$ cat src/rwsc_params.svh
// Constants for the reset, wake and strap control block.
// Overview of operation
// - While the hard reset pin is low every flip-flop of the block except the strap synchroniser sits in its reset state.
// - The hard reset pin is kept weakly pulled high, so an open pin leaves the power-on reset as the only reset source.
// - After power-up, reset or wake the host must read once before writing, and writes are ignored until that read.
// - With the wake indicator enabled, a detected wake event asserts the wake indicator to ask the system to wake.
// - Software picks the active polarity of the wake indicator and whether it drives push-pull or open-drain.
// - The wake indicator never wakes the device; only a host write with chip select and write strobe both low does.
// - Any host write wakes the device whatever its data, though the host is to aim it at the byte-order test register.
// - The speed-select strap is caught as reset releases, held, and sets the default speed and auto-negotiation; duplex is fixed at half.
`ifndef RWSC_PARAMS_SVH
`define RWSC_PARAMS_SVH
`define RWSC_CLK_PERIOD_PS 5000
`define RWSC_RESTART_NS 100
`define RWSC_RESTART_CYC ((`RWSC_RESTART_NS * 1000 + `RWSC_CLK_PERIOD_PS - 1) / `RWSC_CLK_PERIOD_PS)
`define RWSC_SYNC_RESET_VAL 1'b1
`define RWSC_STRAP_RESET_VAL 1'b0
`define RWSC_FULL_DUPLEX_DEFAULT 1'b0
`endif

$ cat src/rwsc_pkg.sv
// Types for the reset, wake and strap control block.
package rwsc_pkg;
  typedef enum logic [1:0] {
    PWR_RUN,
    PWR_SLEEP,
    PWR_WAKING
  } rwsc_pwr_t;
endpackage

$ cat src/rwsc_sync.sv
// Three-stage input synchroniser that accepts a change once stages two and three agree.
`timescale 1ns/1ps
`include "rwsc_params.svh"
module rwsc_sync (
  input wire logic clk,
  input wire logic nrst,
  input wire logic din,
  output logic dout
);
  logic s1_r;
  logic s2_r;
  logic s3_r;

  // Stage one feeds stage two only, to keep metastability off the logic.
  always_ff @(posedge clk or negedge nrst) begin
    if (!nrst) begin
      s1_r <= `RWSC_SYNC_RESET_VAL;
      s2_r <= `RWSC_SYNC_RESET_VAL;
      s3_r <= `RWSC_SYNC_RESET_VAL;
    end else begin
      s1_r <= din;
      s2_r <= s1_r;
      s3_r <= s2_r;
    end
  end

  // The output follows only when the last two stages agree.
  always_ff @(posedge clk or negedge nrst) begin
    if (!nrst) begin
      dout <= `RWSC_SYNC_RESET_VAL;
    end else if (s2_r == s3_r) begin
      dout <= s3_r;
    end
  end
endmodule

$ cat src/rwsc_top.sv
// Reset, wake and strap control: reset tree, wake detection and first-read gate.
`timescale 1ns/1ps
`include "rwsc_params.svh"
module rwsc_top
  import rwsc_pkg::*;
#(
  parameter int RESTART_CYC = `RWSC_RESTART_CYC
) (
  input wire logic clk,
  input wire logic nrst,
  input wire logic hardResetInLow,
  output logic hardResetPullupEn,
  input wire logic chipSelectLow,
  input wire logic writeStrobeLow,
  input wire logic readStrobeLow,
  input wire logic sleepReq,
  input wire logic wakeEvent,
  input wire logic wakeClear,
  input wire logic wakeEnable,
  input wire logic wakeActiveHigh,
  input wire logic wakeOpenDrain,
  input wire logic speedSelIn,
  output logic wakeIndicatorOut,
  output logic wakeIndicatorOe,
  output logic coreRstLow,
  output logic coreClkEn,
  output logic awake,
  output logic writeAccept,
  output logic readSeen,
  output logic firstReadDone,
  output logic defaultSpeed100,
  output logic defaultFullDuplex,
  output logic defaultAutoNeg
);
  localparam int CW = $clog2(RESTART_CYC + 1);

  logic rstTree;
  logic rstMeta_r;
  logic rstDone_r;
  logic csLow;
  logic wrLow;
  logic rdLow;
  logic strapSync;
  logic wrCycle;
  logic wrCycleD_r;
  logic rdCycle;
  logic rdCycleD_r;
  logic wrStart;
  logic rdStart;
  logic strapTaken_r;
  logic wakeFlag_r;
  logic [CW-1:0] restartCnt_r;
  rwsc_pwr_t pwr_r;
  rwsc_pwr_t pwr_nxt;

  // The pad pull-up is always on, so an open pin reads high.
  assign hardResetPullupEn = 1'b1;

  // Either the power-on reset or the pin asserts the tree at once;
  // release is synchronous for the logic on rstDone_r; the strobe synchronisers are released by the tree directly.
  assign rstTree = nrst & hardResetInLow;

  // Two-stage reset release; assertion remains asynchronous.
  always_ff @(posedge clk or negedge rstTree) begin
    if (!rstTree) begin
      rstMeta_r <= 1'b0;
      rstDone_r <= 1'b0;
    end else begin
      rstMeta_r <= 1'b1;
      rstDone_r <= rstMeta_r;
    end
  end

  assign coreRstLow = rstDone_r;

  // Host strobes and strap come from pins and need synchronising.
  // They run on the free clock, never a gated one.
  rwsc_sync uCsSync (
    .clk(clk),
    .nrst(rstTree),
    .din(chipSelectLow),
    .dout(csLow)
  );
  rwsc_sync uWrSync (
    .clk(clk),
    .nrst(rstTree),
    .din(writeStrobeLow),
    .dout(wrLow)
  );
  rwsc_sync uRdSync (
    .clk(clk),
    .nrst(rstTree),
    .din(readStrobeLow),
    .dout(rdLow)
  );
  // The strap synchroniser is never reset, so it already tracks the pin
  // when either reset lets go; a reset value would be caught instead.
  rwsc_sync uStrapSync (
    .clk(clk),
    .nrst(1'b1),
    .din(speedSelIn),
    .dout(strapSync)
  );

  // A write needs chip select and write strobe both low; data is ignored.
  assign wrCycle = !csLow && !wrLow;
  assign rdCycle = !csLow && !rdLow;
  assign wrStart = wrCycle && !wrCycleD_r;
  assign rdStart = rdCycle && !rdCycleD_r;

  // Edge history of the qualified host cycles.
  always_ff @(posedge clk or negedge rstDone_r) begin
    if (!rstDone_r) begin
      wrCycleD_r <= 1'b0;
      rdCycleD_r <= 1'b0;
    end else begin
      wrCycleD_r <= wrCycle;
      rdCycleD_r <= rdCycle;
    end
  end

  // Power state: only a host write leaves sleep, never the wake flag.
  always_comb begin
    pwr_nxt = pwr_r;
    unique case (pwr_r)
      PWR_RUN: begin
        if (sleepReq) begin
          pwr_nxt = PWR_SLEEP;
        end
      end
      PWR_SLEEP: begin
        if (wrStart) begin
          pwr_nxt = PWR_WAKING;
        end
      end
      PWR_WAKING: begin
        if (restartCnt_r == CW'(RESTART_CYC - 1)) begin
          pwr_nxt = PWR_RUN;
        end
      end
      // The spare code cannot be reached; fall back to running.
      default: begin
        pwr_nxt = PWR_RUN;
      end
    endcase
  end

  always_ff @(posedge clk or negedge rstDone_r) begin
    if (!rstDone_r) begin
      pwr_r <= PWR_RUN;
    end else begin
      pwr_r <= pwr_nxt;
    end
  end

  // Clock restart settling time after a wake write.
  always_ff @(posedge clk or negedge rstDone_r) begin
    if (!rstDone_r) begin
      restartCnt_r <= '0;
    end else if (pwr_r == PWR_WAKING) begin
      restartCnt_r <= restartCnt_r + CW'(1);
    end else begin
      restartCnt_r <= '0;
    end
  end

  // Gated clocks restart as soon as the wake write is seen.
  assign coreClkEn = (pwr_r != PWR_SLEEP);
  assign awake = (pwr_r == PWR_RUN);

  // First-read gate: cleared by reset and by every wake, set by a read.
  // A read that lands while waking still counts, since the host may not
  // know how long the clocks take to settle.
  always_ff @(posedge clk or negedge rstDone_r) begin
    if (!rstDone_r) begin
      firstReadDone <= 1'b0;
    end else if (pwr_r == PWR_SLEEP) begin
      firstReadDone <= 1'b0;
    end else if (rdStart) begin
      firstReadDone <= 1'b1;
    end
  end

  // Writes pass only when awake and after the first read; the wake
  // write itself is therefore always dropped.
  always_ff @(posedge clk or negedge rstDone_r) begin
    if (!rstDone_r) begin
      writeAccept <= 1'b0;
      readSeen <= 1'b0;
    end else begin
      writeAccept <= wrStart && firstReadDone && awake;
      readSeen <= rdStart && (pwr_r != PWR_SLEEP);
    end
  end

  // Sticky wake flag; a new event beats a clear in the same cycle.
  always_ff @(posedge clk or negedge rstDone_r) begin
    if (!rstDone_r) begin
      wakeFlag_r <= 1'b0;
    end else if (wakeEnable && wakeEvent) begin
      wakeFlag_r <= 1'b1;
    end else if (wakeClear || !wakeEnable) begin
      wakeFlag_r <= 1'b0;
    end
  end

  // Pin level follows polarity; open-drain only ever pulls low.
  always_comb begin
    wakeIndicatorOut = wakeFlag_r ~^ wakeActiveHigh;
    if (wakeOpenDrain) begin
      wakeIndicatorOe = !wakeIndicatorOut;
      wakeIndicatorOut = 1'b0;
    end else begin
      wakeIndicatorOe = 1'b1;
    end
  end

  // Strap is caught on the first edge after reset release and held.
  always_ff @(posedge clk or negedge rstDone_r) begin
    if (!rstDone_r) begin
      strapTaken_r <= 1'b0;
      defaultSpeed100 <= `RWSC_STRAP_RESET_VAL;
    end else if (!strapTaken_r) begin
      strapTaken_r <= 1'b1;
      defaultSpeed100 <= strapSync;
    end
  end

  // Strap one selects 100 Mb/s with auto-negotiation, always half duplex.
  assign defaultAutoNeg = defaultSpeed100;
  assign defaultFullDuplex = `RWSC_FULL_DUPLEX_DEFAULT;

  // Checks.
  a_reset_holds: assert property (@(posedge clk)
    !hardResetInLow |=> !coreRstLow && !firstReadDone && !wakeFlag_r)
    else $error("Core left reset while the reset pin was low.");

  a_write_gate: assert property (@(posedge clk)
    disable iff (!rstDone_r)
    writeAccept |-> $past(firstReadDone) && $past(pwr_r) == PWR_RUN)
    else $error("Write accepted before the first read.");

  a_wake_clears: assert property (@(posedge clk)
    disable iff (!rstDone_r)
    pwr_r == PWR_SLEEP |=> !firstReadDone)
    else $error("First-read gate not cleared in sleep.");

  a_wake_sets: assert property (@(posedge clk)
    disable iff (!rstDone_r)
    wakeEnable && wakeEvent |=> wakeFlag_r)
    else $error("Wake event did not set the wake indicator.");

  a_pin_level: assert property (@(posedge clk)
    disable iff (!rstDone_r)
    !wakeOpenDrain |-> wakeIndicatorOe &&
      wakeIndicatorOut == (wakeActiveHigh ? wakeFlag_r : !wakeFlag_r))
    else $error("Push-pull wake pin level wrong.");

  a_od_drive: assert property (@(posedge clk)
    disable iff (!rstDone_r)
    wakeOpenDrain |-> !wakeIndicatorOut &&
      wakeIndicatorOe == (wakeFlag_r != wakeActiveHigh))
    else $error("Open-drain wake pin drive wrong.");

  a_sleep_hold: assert property (@(posedge clk)
    disable iff (!rstDone_r)
    pwr_r == PWR_SLEEP && !wrStart |=> pwr_r == PWR_SLEEP)
    else $error("Left sleep without a host write.");

  a_wake_write: assert property (@(posedge clk)
    disable iff (!rstDone_r)
    pwr_r == PWR_SLEEP && wrStart |=> coreClkEn ##0
      (pwr_r == PWR_WAKING)[*2])
    else $error("Wake write did not restart the clocks.");

  a_wake_done: assert property (@(posedge clk)
    disable iff (!rstDone_r)
    $rose(pwr_r == PWR_WAKING) |-> ##[1:1000] pwr_r == PWR_RUN)
    else $error("Clock restart did not finish.");

  a_strap_hold: assert property (@(posedge clk)
    disable iff (!rstDone_r)
    strapTaken_r |=> $stable(defaultSpeed100) &&
      defaultAutoNeg == defaultSpeed100)
    else $error("Strap value changed after capture.");

  c_wake_cycle: cover property (@(posedge clk) disable iff (!rstDone_r)
    pwr_r == PWR_SLEEP ##1 pwr_r == PWR_WAKING);
  c_write_ok: cover property (@(posedge clk) disable iff (!rstDone_r)
    writeAccept);
  c_write_drop: cover property (@(posedge clk) disable iff (!rstDone_r)
    wrStart && !firstReadDone && awake);
  c_wake_flag: cover property (@(posedge clk) disable iff (!rstDone_r)
    $rose(wakeFlag_r));
endmodule

$ cat config.mk
export PLATFORM = sky130hd
export DESIGN_NAME = rwsc_top
export DESIGN_NICKNAME = d
export VERILOG_FILES = /design/src/rwsc_pkg.sv /design/src/rwsc_sync.sv /design/src/rwsc_top.sv
export VERILOG_INCLUDE_DIRS = /design/src
export SDC_FILE = /design/constraint.sdc
export NUM_CORES = 1
export LEC_CHECK = 0
export ABC_CLOCK_PERIOD_IN_PS = 1400
export BUFFER_PORTS_ARGS = -buffer_cell sky130_fd_sc_hd__buf_2
export CAP_MARGIN = 20
export CORE_MARGIN = 8
export CORE_UTILIZATION = 40
export DETAILED_ROUTE_END_ITERATION = 6
export GPL_ROUTABILITY_DRIVEN = 0
export GPL_TIMING_DRIVEN = 0
export PLACE_DENSITY = 0.67
export SLEW_MARGIN = 20
export SYNTH_ARGS = -nofsm -noshare
export SYNTH_HDL_FRONTEND = slang
export SYNTH_SLANG_ARGS = --single-unit
$ cat constraint.sdc
create_clock -name clk -period 1.4 [get_ports clk]
set_input_delay 0.21 -clock clk [delete_from_list [all_inputs] [get_ports clk]]
set_output_delay 0.21 -clock clk [all_outputs]
set_load 0.01 [all_outputs]
==> impl_results.md, run 1 <==
- Final Cycle Share: 97.4%
- WHS Path Cells: 2
- Crit end category: output pin
- Final Hold Fails: 0
- Worst-path clk slew: 90 ps
- DR iter-0 viols: 53
- Nets: 129
- Status: complete, no violations
- Most flops, register: restartCnt_r
- Total gr overflow: 0
- Clock Tree Buf Depth: 2
- Cts bufs inserted: 5
- DP HPWL: between 1000 and 1500 µm
- Site Rows: 19
- Critical Path RT: about 1200 ps
- Biggest regs: restartCnt_r: 5 flops, pwr_r: 2 flops
- Gate count after technology mapping: 78
- Share of cells above drive strength 1: 41.4%
- Die width: slightly below 70 µm
- First-pass iteration count of the detailed router: 4
- Post-synth top area cell: dfrtp_1
- Seq/Total Area, Yosys: 72.7%
- Detail Route Antenna Nets: 0
- Warnings from Yosys: 0
- GRT Total Usage: slightly below 9%
- Min Tclk post-route: between 1000 and 1500 ps
- Final setup fails: 0
- CP max stage delay: 410 ps
- Crit path DAT: 1150 ps
- Largest net degree at the start of global routing: 17
- Max FO, Critical Path: 2
- Area growth syn-to-layout: 25.7%
- N_diodes: 0
- WP buf/inv: 1
- Starting density of the core: between 40% and 50%
- Final Routed Wirelength: 1780 µm
- Max-Cap Viols: 0
- Critical-path top delay cell: dfrtp_1
- Worst Skew: 6.86 ps
- Leak: between 0.6 and 0.7 nW
- Average vias per placed instance: 4.58
- Vias in the first global route: approximately 760
- Fmax: 733 MHz
- Max Transition Viols Final: 0
- Syn_area_per_cell: approximately 15 µm²
- Synth unique cells: 28
- Type of origin of the critical path: register
- Filler instances: 240
- Power density cells: 1410 nW/µm²
- Worst path depth: 3
- CP top delay family: flip-flops
- # port buffers: 22
- Largest register FFs: 5
- Fin util: 52.5%
- Die Y: between 60 and 70 µm
- WL/cell: 12.1 µm
- Setup Crit Path Kind: reg -> out
- Root Driver: clkbuf_4
- Reg2reg setup slack: ~180 ps
- H-tree levels: 2
- Post-CTS setup buffer count: 0
- Io pins: 25
- # DRC: 0
- Slew HR: 62.3%
- Worst Setup EP: wakeIndicatorOut
- Die area: 4820 µm²
- CP Cell Sequence: xnor2_2 -> nor2b_1 -> buf_2
- FF/Latch Area: 837 µm²
- #FFs+latches synth: 33
- Multi-input logic area: just over 300 µm²
- Setup TNS Final: 0 ps
- Unrepaired setup endpoints after global routing: yes
- Area contributors post-synth: dfrtp_1 37%, dfstp_2 28%, dfxtp_1 5.3%
- Core Region: 2730 µm²
- Worst vdd ir: 0.000959 V
- Crit path from: wakeFlag_r$_DFFE_PN0P_
- RR Startpoint: restartCnt_r[0]$_DFF_PN0_
- Initial antenna violation count: 0
- Worst reg2reg endpoint: pwr_r[1]$_DFFE_PN0P_
- HP Class: in -> reg
- Clk_lat worst skew: 320 ps
- CTS tree: yes
- Clock sink count: 33
- Cell Area, Synth: 1140 µm²
- Measured slew at the worst slew-check pin: 565 ps
- Global-route wire length before repair: 3350 µm
- Vias: ~670
- Top cell type's share of synthesized area: 37.2%
- Reg2Reg Depth: 3
-- layout make-up --
class                   instances  area share [%]
clock buffers                   8            4.09
plain buffers                   3            1.57
repair buffers                 28            11.8
inverters                       1           0.261
multi-input cells              43            21.3
flip-flops and latches         33            58.3
well taps                      31            2.70
-- layout by cell type (no fill, tap or decap), drive strengths merged, types with 2 or more instances in the layout --
cell type / synthesis / routed
mux2i: 2 / 2
or3b: 2 / 2
nand3: 2 / 2
nor2: 7 / 7
conb: 2 / 4
clkbuf: 0 / 8
buf: 3 / 25
xnor2: 3 / 3
nor3: 2 / 2
dfstp: 12 / 12
nor2b: 2 / 2
o21a: 2 / 2
dlygate4sd3: 0 / 6
nand3b: 2 / 2
dfxtp: 3 / 3
maj3: 3 / 3
dfrtp: 17 / 17
nand2b: 2 / 2
and2: 2 / 2
-- per-layer routing --
metal	vias up	GRT usage, %	wire length (µm)
li1	327	-	-
met1	317	8.34	754
met2	27	13.7	799
met3	2	7.58	206
met4	0	2.73	19
met5	-	0	0
-- cells by family after synthesis --
kind of cell             synth area share (%)
adder cells (fa/ha/maj)                  3.72
AO/OA/AOI/OAI                            2.52
multiplexers                             2.74
other                                   0.657
XOR/XNOR                                 2.30
AND/OR/NAND/NOR                          13.0
flip-flops                               72.7
buffers and inverters                    2.30
-- synthesized netlist by cell type --
cell type	instances
a211oi_1	1
and2_1	2
and4b_1	1
buf_4	3
conb_1	2
dfrtp_1	17
dfstp_2	12
dfxtp_1	3
edfxtp_1	1
ha_1	1
inv_1	1
maj3_1	3
mux2_1	1
mux2i_1	2
nand2_1	1
nand2b_1	1
nand2b_2	1
nand3_1	2
nand3b_1	2
nor2_1	7
nor2b_1	2
nor3_1	2
nor4bb_1	1
o21a_1	2
o22ai_1	1
or3_1	1
or3b_1	2
xnor2_1	3
-- report_power, final --
group | leakage, nW | switching [mW] | internal [mW]
registers | 0.378 | 0.101 | 1.07
clock network | 0.0326 | 0.288 | 0.248
logic | 0.251 | 0.142 | 0.172
total | 0.662 | 0.531 | 1.49
-- how the worst min path moves through the flow --
| stage | start | endpoint | slack, ps |
|---|---|---|---|
| after floorplan | hardResetInLow | coreRstLow$_DFF_PN0_ | 180 |
| after global placement | coreRstLow$_DFF_PN0_ | strapTaken_r$_DFF_PN0_ | 270 |
| after detailed placement | coreRstLow$_DFF_PN0_ | strapTaken_r$_DFF_PN0_ | 290 |
| after CTS | wakeEnable | wakeFlag_r$_DFFE_PN0P_ | 90 |
| after global routing | wakeEvent | wakeFlag_r$_DFFE_PN0P_ | 80 |
| final | wakeEnable | wakeFlag_r$_DFFE_PN0P_ | 100 |
-- per-stage QoR --
step	hold slack [ps]	worst slack (ps)	power, mW	instances	area, µm²
after floorplan	181	373	1.34	80	1150
after global placement	271	187	1.46	133	1300
after detailed placement	288	156	1.48	133	1300
after CTS	87.6	7.61	2.03	147	1430
after global routing	80.9	-48.4	2.17	147	1440
final	98.0	36.1	2.02	147	1440
-- what timing repair did --
action | in CTS | in global routing
hold buffers | 6 | 0
gates resized for setup | 2 | 4
endpoints found under the hold margin | 6 | 0
endpoints found under the setup margin | 2 | 4
Power figures use the tool's default switching activity.
==> run 2: changes to the inputs <==
--- a/config.mk
+++ b/config.mk
@@ -9,12 +9,13 @@
 export ABC_CLOCK_PERIOD_IN_PS = 1400
 export BUFFER_PORTS_ARGS = -buffer_cell sky130_fd_sc_hd__buf_2
 export CAP_MARGIN = 20
+export CORE_ASPECT_RATIO = 1.1
 export CORE_MARGIN = 8
 export CORE_UTILIZATION = 40
 export DETAILED_ROUTE_END_ITERATION = 6
 export GPL_ROUTABILITY_DRIVEN = 0
 export GPL_TIMING_DRIVEN = 0
-export PLACE_DENSITY = 0.67
+export PLACE_DENSITY_LB_ADDON = 0.05
 export SLEW_MARGIN = 20
 export SYNTH_ARGS = -nofsm -noshare
 export SYNTH_HDL_FRONTEND = slang
==> impl_results.md, run 2 (synthesis results as in run 1) <==
- Die width: 67.0 µm (was 69.4 µm)
- CTS tree: yes (unchanged)
- Int Pwr: 1.53 mW (was 1.49 mW)
- Clock Tree Buf Depth: 2 (unchanged)
- FF/Latch Area: 836 µm² (was 837 µm²)
- Final setup margin: 53.2 ps (was 36.1 ps)
- Crit path DAT: 1140 ps (was 1150 ps)
- Root Driver: clkbuf_4 (unchanged)
- H-tree levels: 2 (unchanged)
- Switch share: 25.5% (was 26.3%)
- Filler instances: 254 (was 240)
- Non-filler cells, final: 150 (was 147)
- Vias: 667 (was 673)
- Critical Path RT: 1190 ps (about the same)
- Nets: 130 (was 129)
- Power density cells: 1420 nW/µm² (was 1410 nW/µm²)
- Worst-path clk slew: 100 ps (was 90 ps)
- Net Switching: 526 µW (was 531 µW)
- Unrepaired setup endpoints after global routing: yes (unchanged)
- Io pins: 25 (unchanged)
- Max Transition Viols Final: 0 (unchanged)
- Biggest regs: restartCnt_r: 5 flops, pwr_r: 2 flops (unchanged)
- Most common cell after layout, fill and taps aside: buf_2 (unchanged)
- Final setup fails: 0 (unchanged)
- Clk_lat worst skew: 320 ps (about the same)
- Detail Route Antenna Nets: 0 (unchanged)
- Largest register FFs: 5 (unchanged)
- Logic pwr share: 15.3% (was 15.5%)
- First-pass iteration count of the detailed router: 4 (unchanged)
- Multi-input logic area: 300 µm² (was 305 µm²)
- Cts bufs inserted: 5 (unchanged)
- Max-Cap Viols: 0 (unchanged)
- Largest net degree at the start of global routing: 17 (unchanged)
- Most flops, register: restartCnt_r (unchanged)
- Slew HR: 62.6% (was 62.3%)
- Final Hold Fails: 0 (unchanged)
- Fin util: 52.7% (was 52.5%)
- # port buffers: 22 (unchanged)
- Die area: 4820 µm² (about the same)
- Initial antenna violation count: 0 (unchanged)
- Starting density of the core: 41.5% (was 41.8%)
- Clock share of power: 28.1% (was 26.4%)
- Share of cells above drive strength 1: 42.7% (was 41.4%)
- Core Region: 2750 µm² (was 2730 µm²)
- GRT Total Usage: 8.08% (was 8.79%)
- Final Cell Area: 1450 µm² (was 1440 µm²)
- # DRC: 0 (unchanged)
- Final Routed Wirelength: 1700 µm (was 1780 µm)
- Overall power after layout: 2.06 mW (was 2.02 mW)
- Most frequent cells in the layout: 22 x buf_2, 15 x dfrtp_1, 12 x dfstp_2, 7 x nor2_1, 6 x dlygate4sd3_1 (was 22 x buf_2, 14 x dfrtp_1, 12 x dfstp_2, 7 x nor2_1, 6 x dlygate4sd3_1)
- Dpl cell area: 1300 µm² (about the same)
- DR iter-0 viols: 14 (was 53)
- N_diodes: 0 (unchanged)
- Reg power frac: 56.6% (was 58.0%)
- Final Cycle Share: 96.2% (was 97.4%)
- Clock sink count: 33 (unchanged)
- Worst Skew: 12.1 ps (was 6.86 ps)
- HP Class: in -> reg (unchanged)
- WL/cell: 11.3 µm (was 12.1 µm)
- Site Rows: 20 (was 19)
- Min Tclk post-route: 1350 ps (was 1360 ps)
- Vias in the first global route: 743 (was 764)
- Leak: 0.674 nW (was 0.662 nW)
- Worst vdd ir: 0.000765 V (was 0.000959 V)
- Type of origin of the critical path: register (unchanged)
- Crit end category: output pin (unchanged)
- Inst Count DP: 135 (was 133)
- Global-route wire length before repair: 2970 µm (was 3350 µm)
- Hold WS: 101 ps (was 98.0 ps)
- DP HPWL: 1230 µm (was 1270 µm)
- Average vias per placed instance: 4.45 (was 4.58)
- Status: complete, no violations (unchanged)
- Post-place setup slack: 173 ps (was 156 ps)
- Die Y: 72.1 µm (was 69.4 µm)
- Total gr overflow: 0 (unchanged)
- Fmax: 742 MHz (was 733 MHz)
- Setup Crit Path Kind: reg -> out (unchanged)
- Max FO, Critical Path: 7 (was 2)
- Area growth syn-to-layout: 27.1% (was 25.7%)
- Setup TNS Final: 0 ps (unchanged)
- Measured slew at the worst slew-check pin: 561 ps (was 565 ps)
[run 2: timing repair]
action	4_1_cts	5_1_grt
endpoints found under the setup margin	1	3
resized for setup	1	3
setup buffers	0	1
endpoints found under the hold margin	6	0
hold buffers	6	0
[run 2: worst max-delay path, cell delays in order, from the launching register on]
cell and delay (ps):
dfrtp_2 450, nand2b_2 210, buf_2 150
[run 2: worst paths after layout]
check	startpoint	end	slack, ps	depth (start not counted)
max	pwr_r[1]$_DFFE_PN0P_	coreClkEn	50	2
min	wakeEnable	wakeFlag_r$_DFFE_PN0P_	100	2
max reg2reg	restartCnt_r[0]$_DFF_PN0_	pwr_r[1]$_DFFE_PN0P_	220	3
min reg2reg	coreRstLow$_DFF_PN0_	restartCnt_r[4]$_DFF_PN0_	170	0
max in group asynchronous	nrst	coreRstLow$_DFF_PN0_	480	3
min in group asynchronous	coreRstLow$_DFF_PN0_	restartCnt_r[4]$_DFF_PN0_	170	0
[run 2: layer usage]
| metal | global-route usage [%] | vias to the layer above | wire length [µm] |
|---|---|---|---|
| met1 | 7.66 | 319 | 703 |
| met5 | 0 | - | 0 |
| met4 | 5.58 | 0 | 43 |
| met2 | 13.2 | 14 | 834 |
| li1 | - | 329 | - |
| met3 | 4.01 | 5 | 118 |
[run 2: cell type report]
cell class | instances | share of cell area, %
tap | 33 | 2.84
sequential | 33 | 57.6
clock inverter | 1 | 0.345
multi-input combinational | 43 | 20.7
buffer | 3 | 1.55
inverter | 1 | 0.259
timing repair buffer | 29 | 12.2
clock buffer | 7 | 4.48
[run 2: power by group through the flow]
stage	combinational [mW]	sequential, mW	clock [mW]
6_report	0.316	1.17	0.579
5_1_grt	0.354	1.19	0.640
4_1_cts	0.305	1.17	0.612
3_5_place_dp	0.292	1.18	0
3_3_place_gp	0.288	1.18	0
2_1_floorplan	0.174	1.17	0
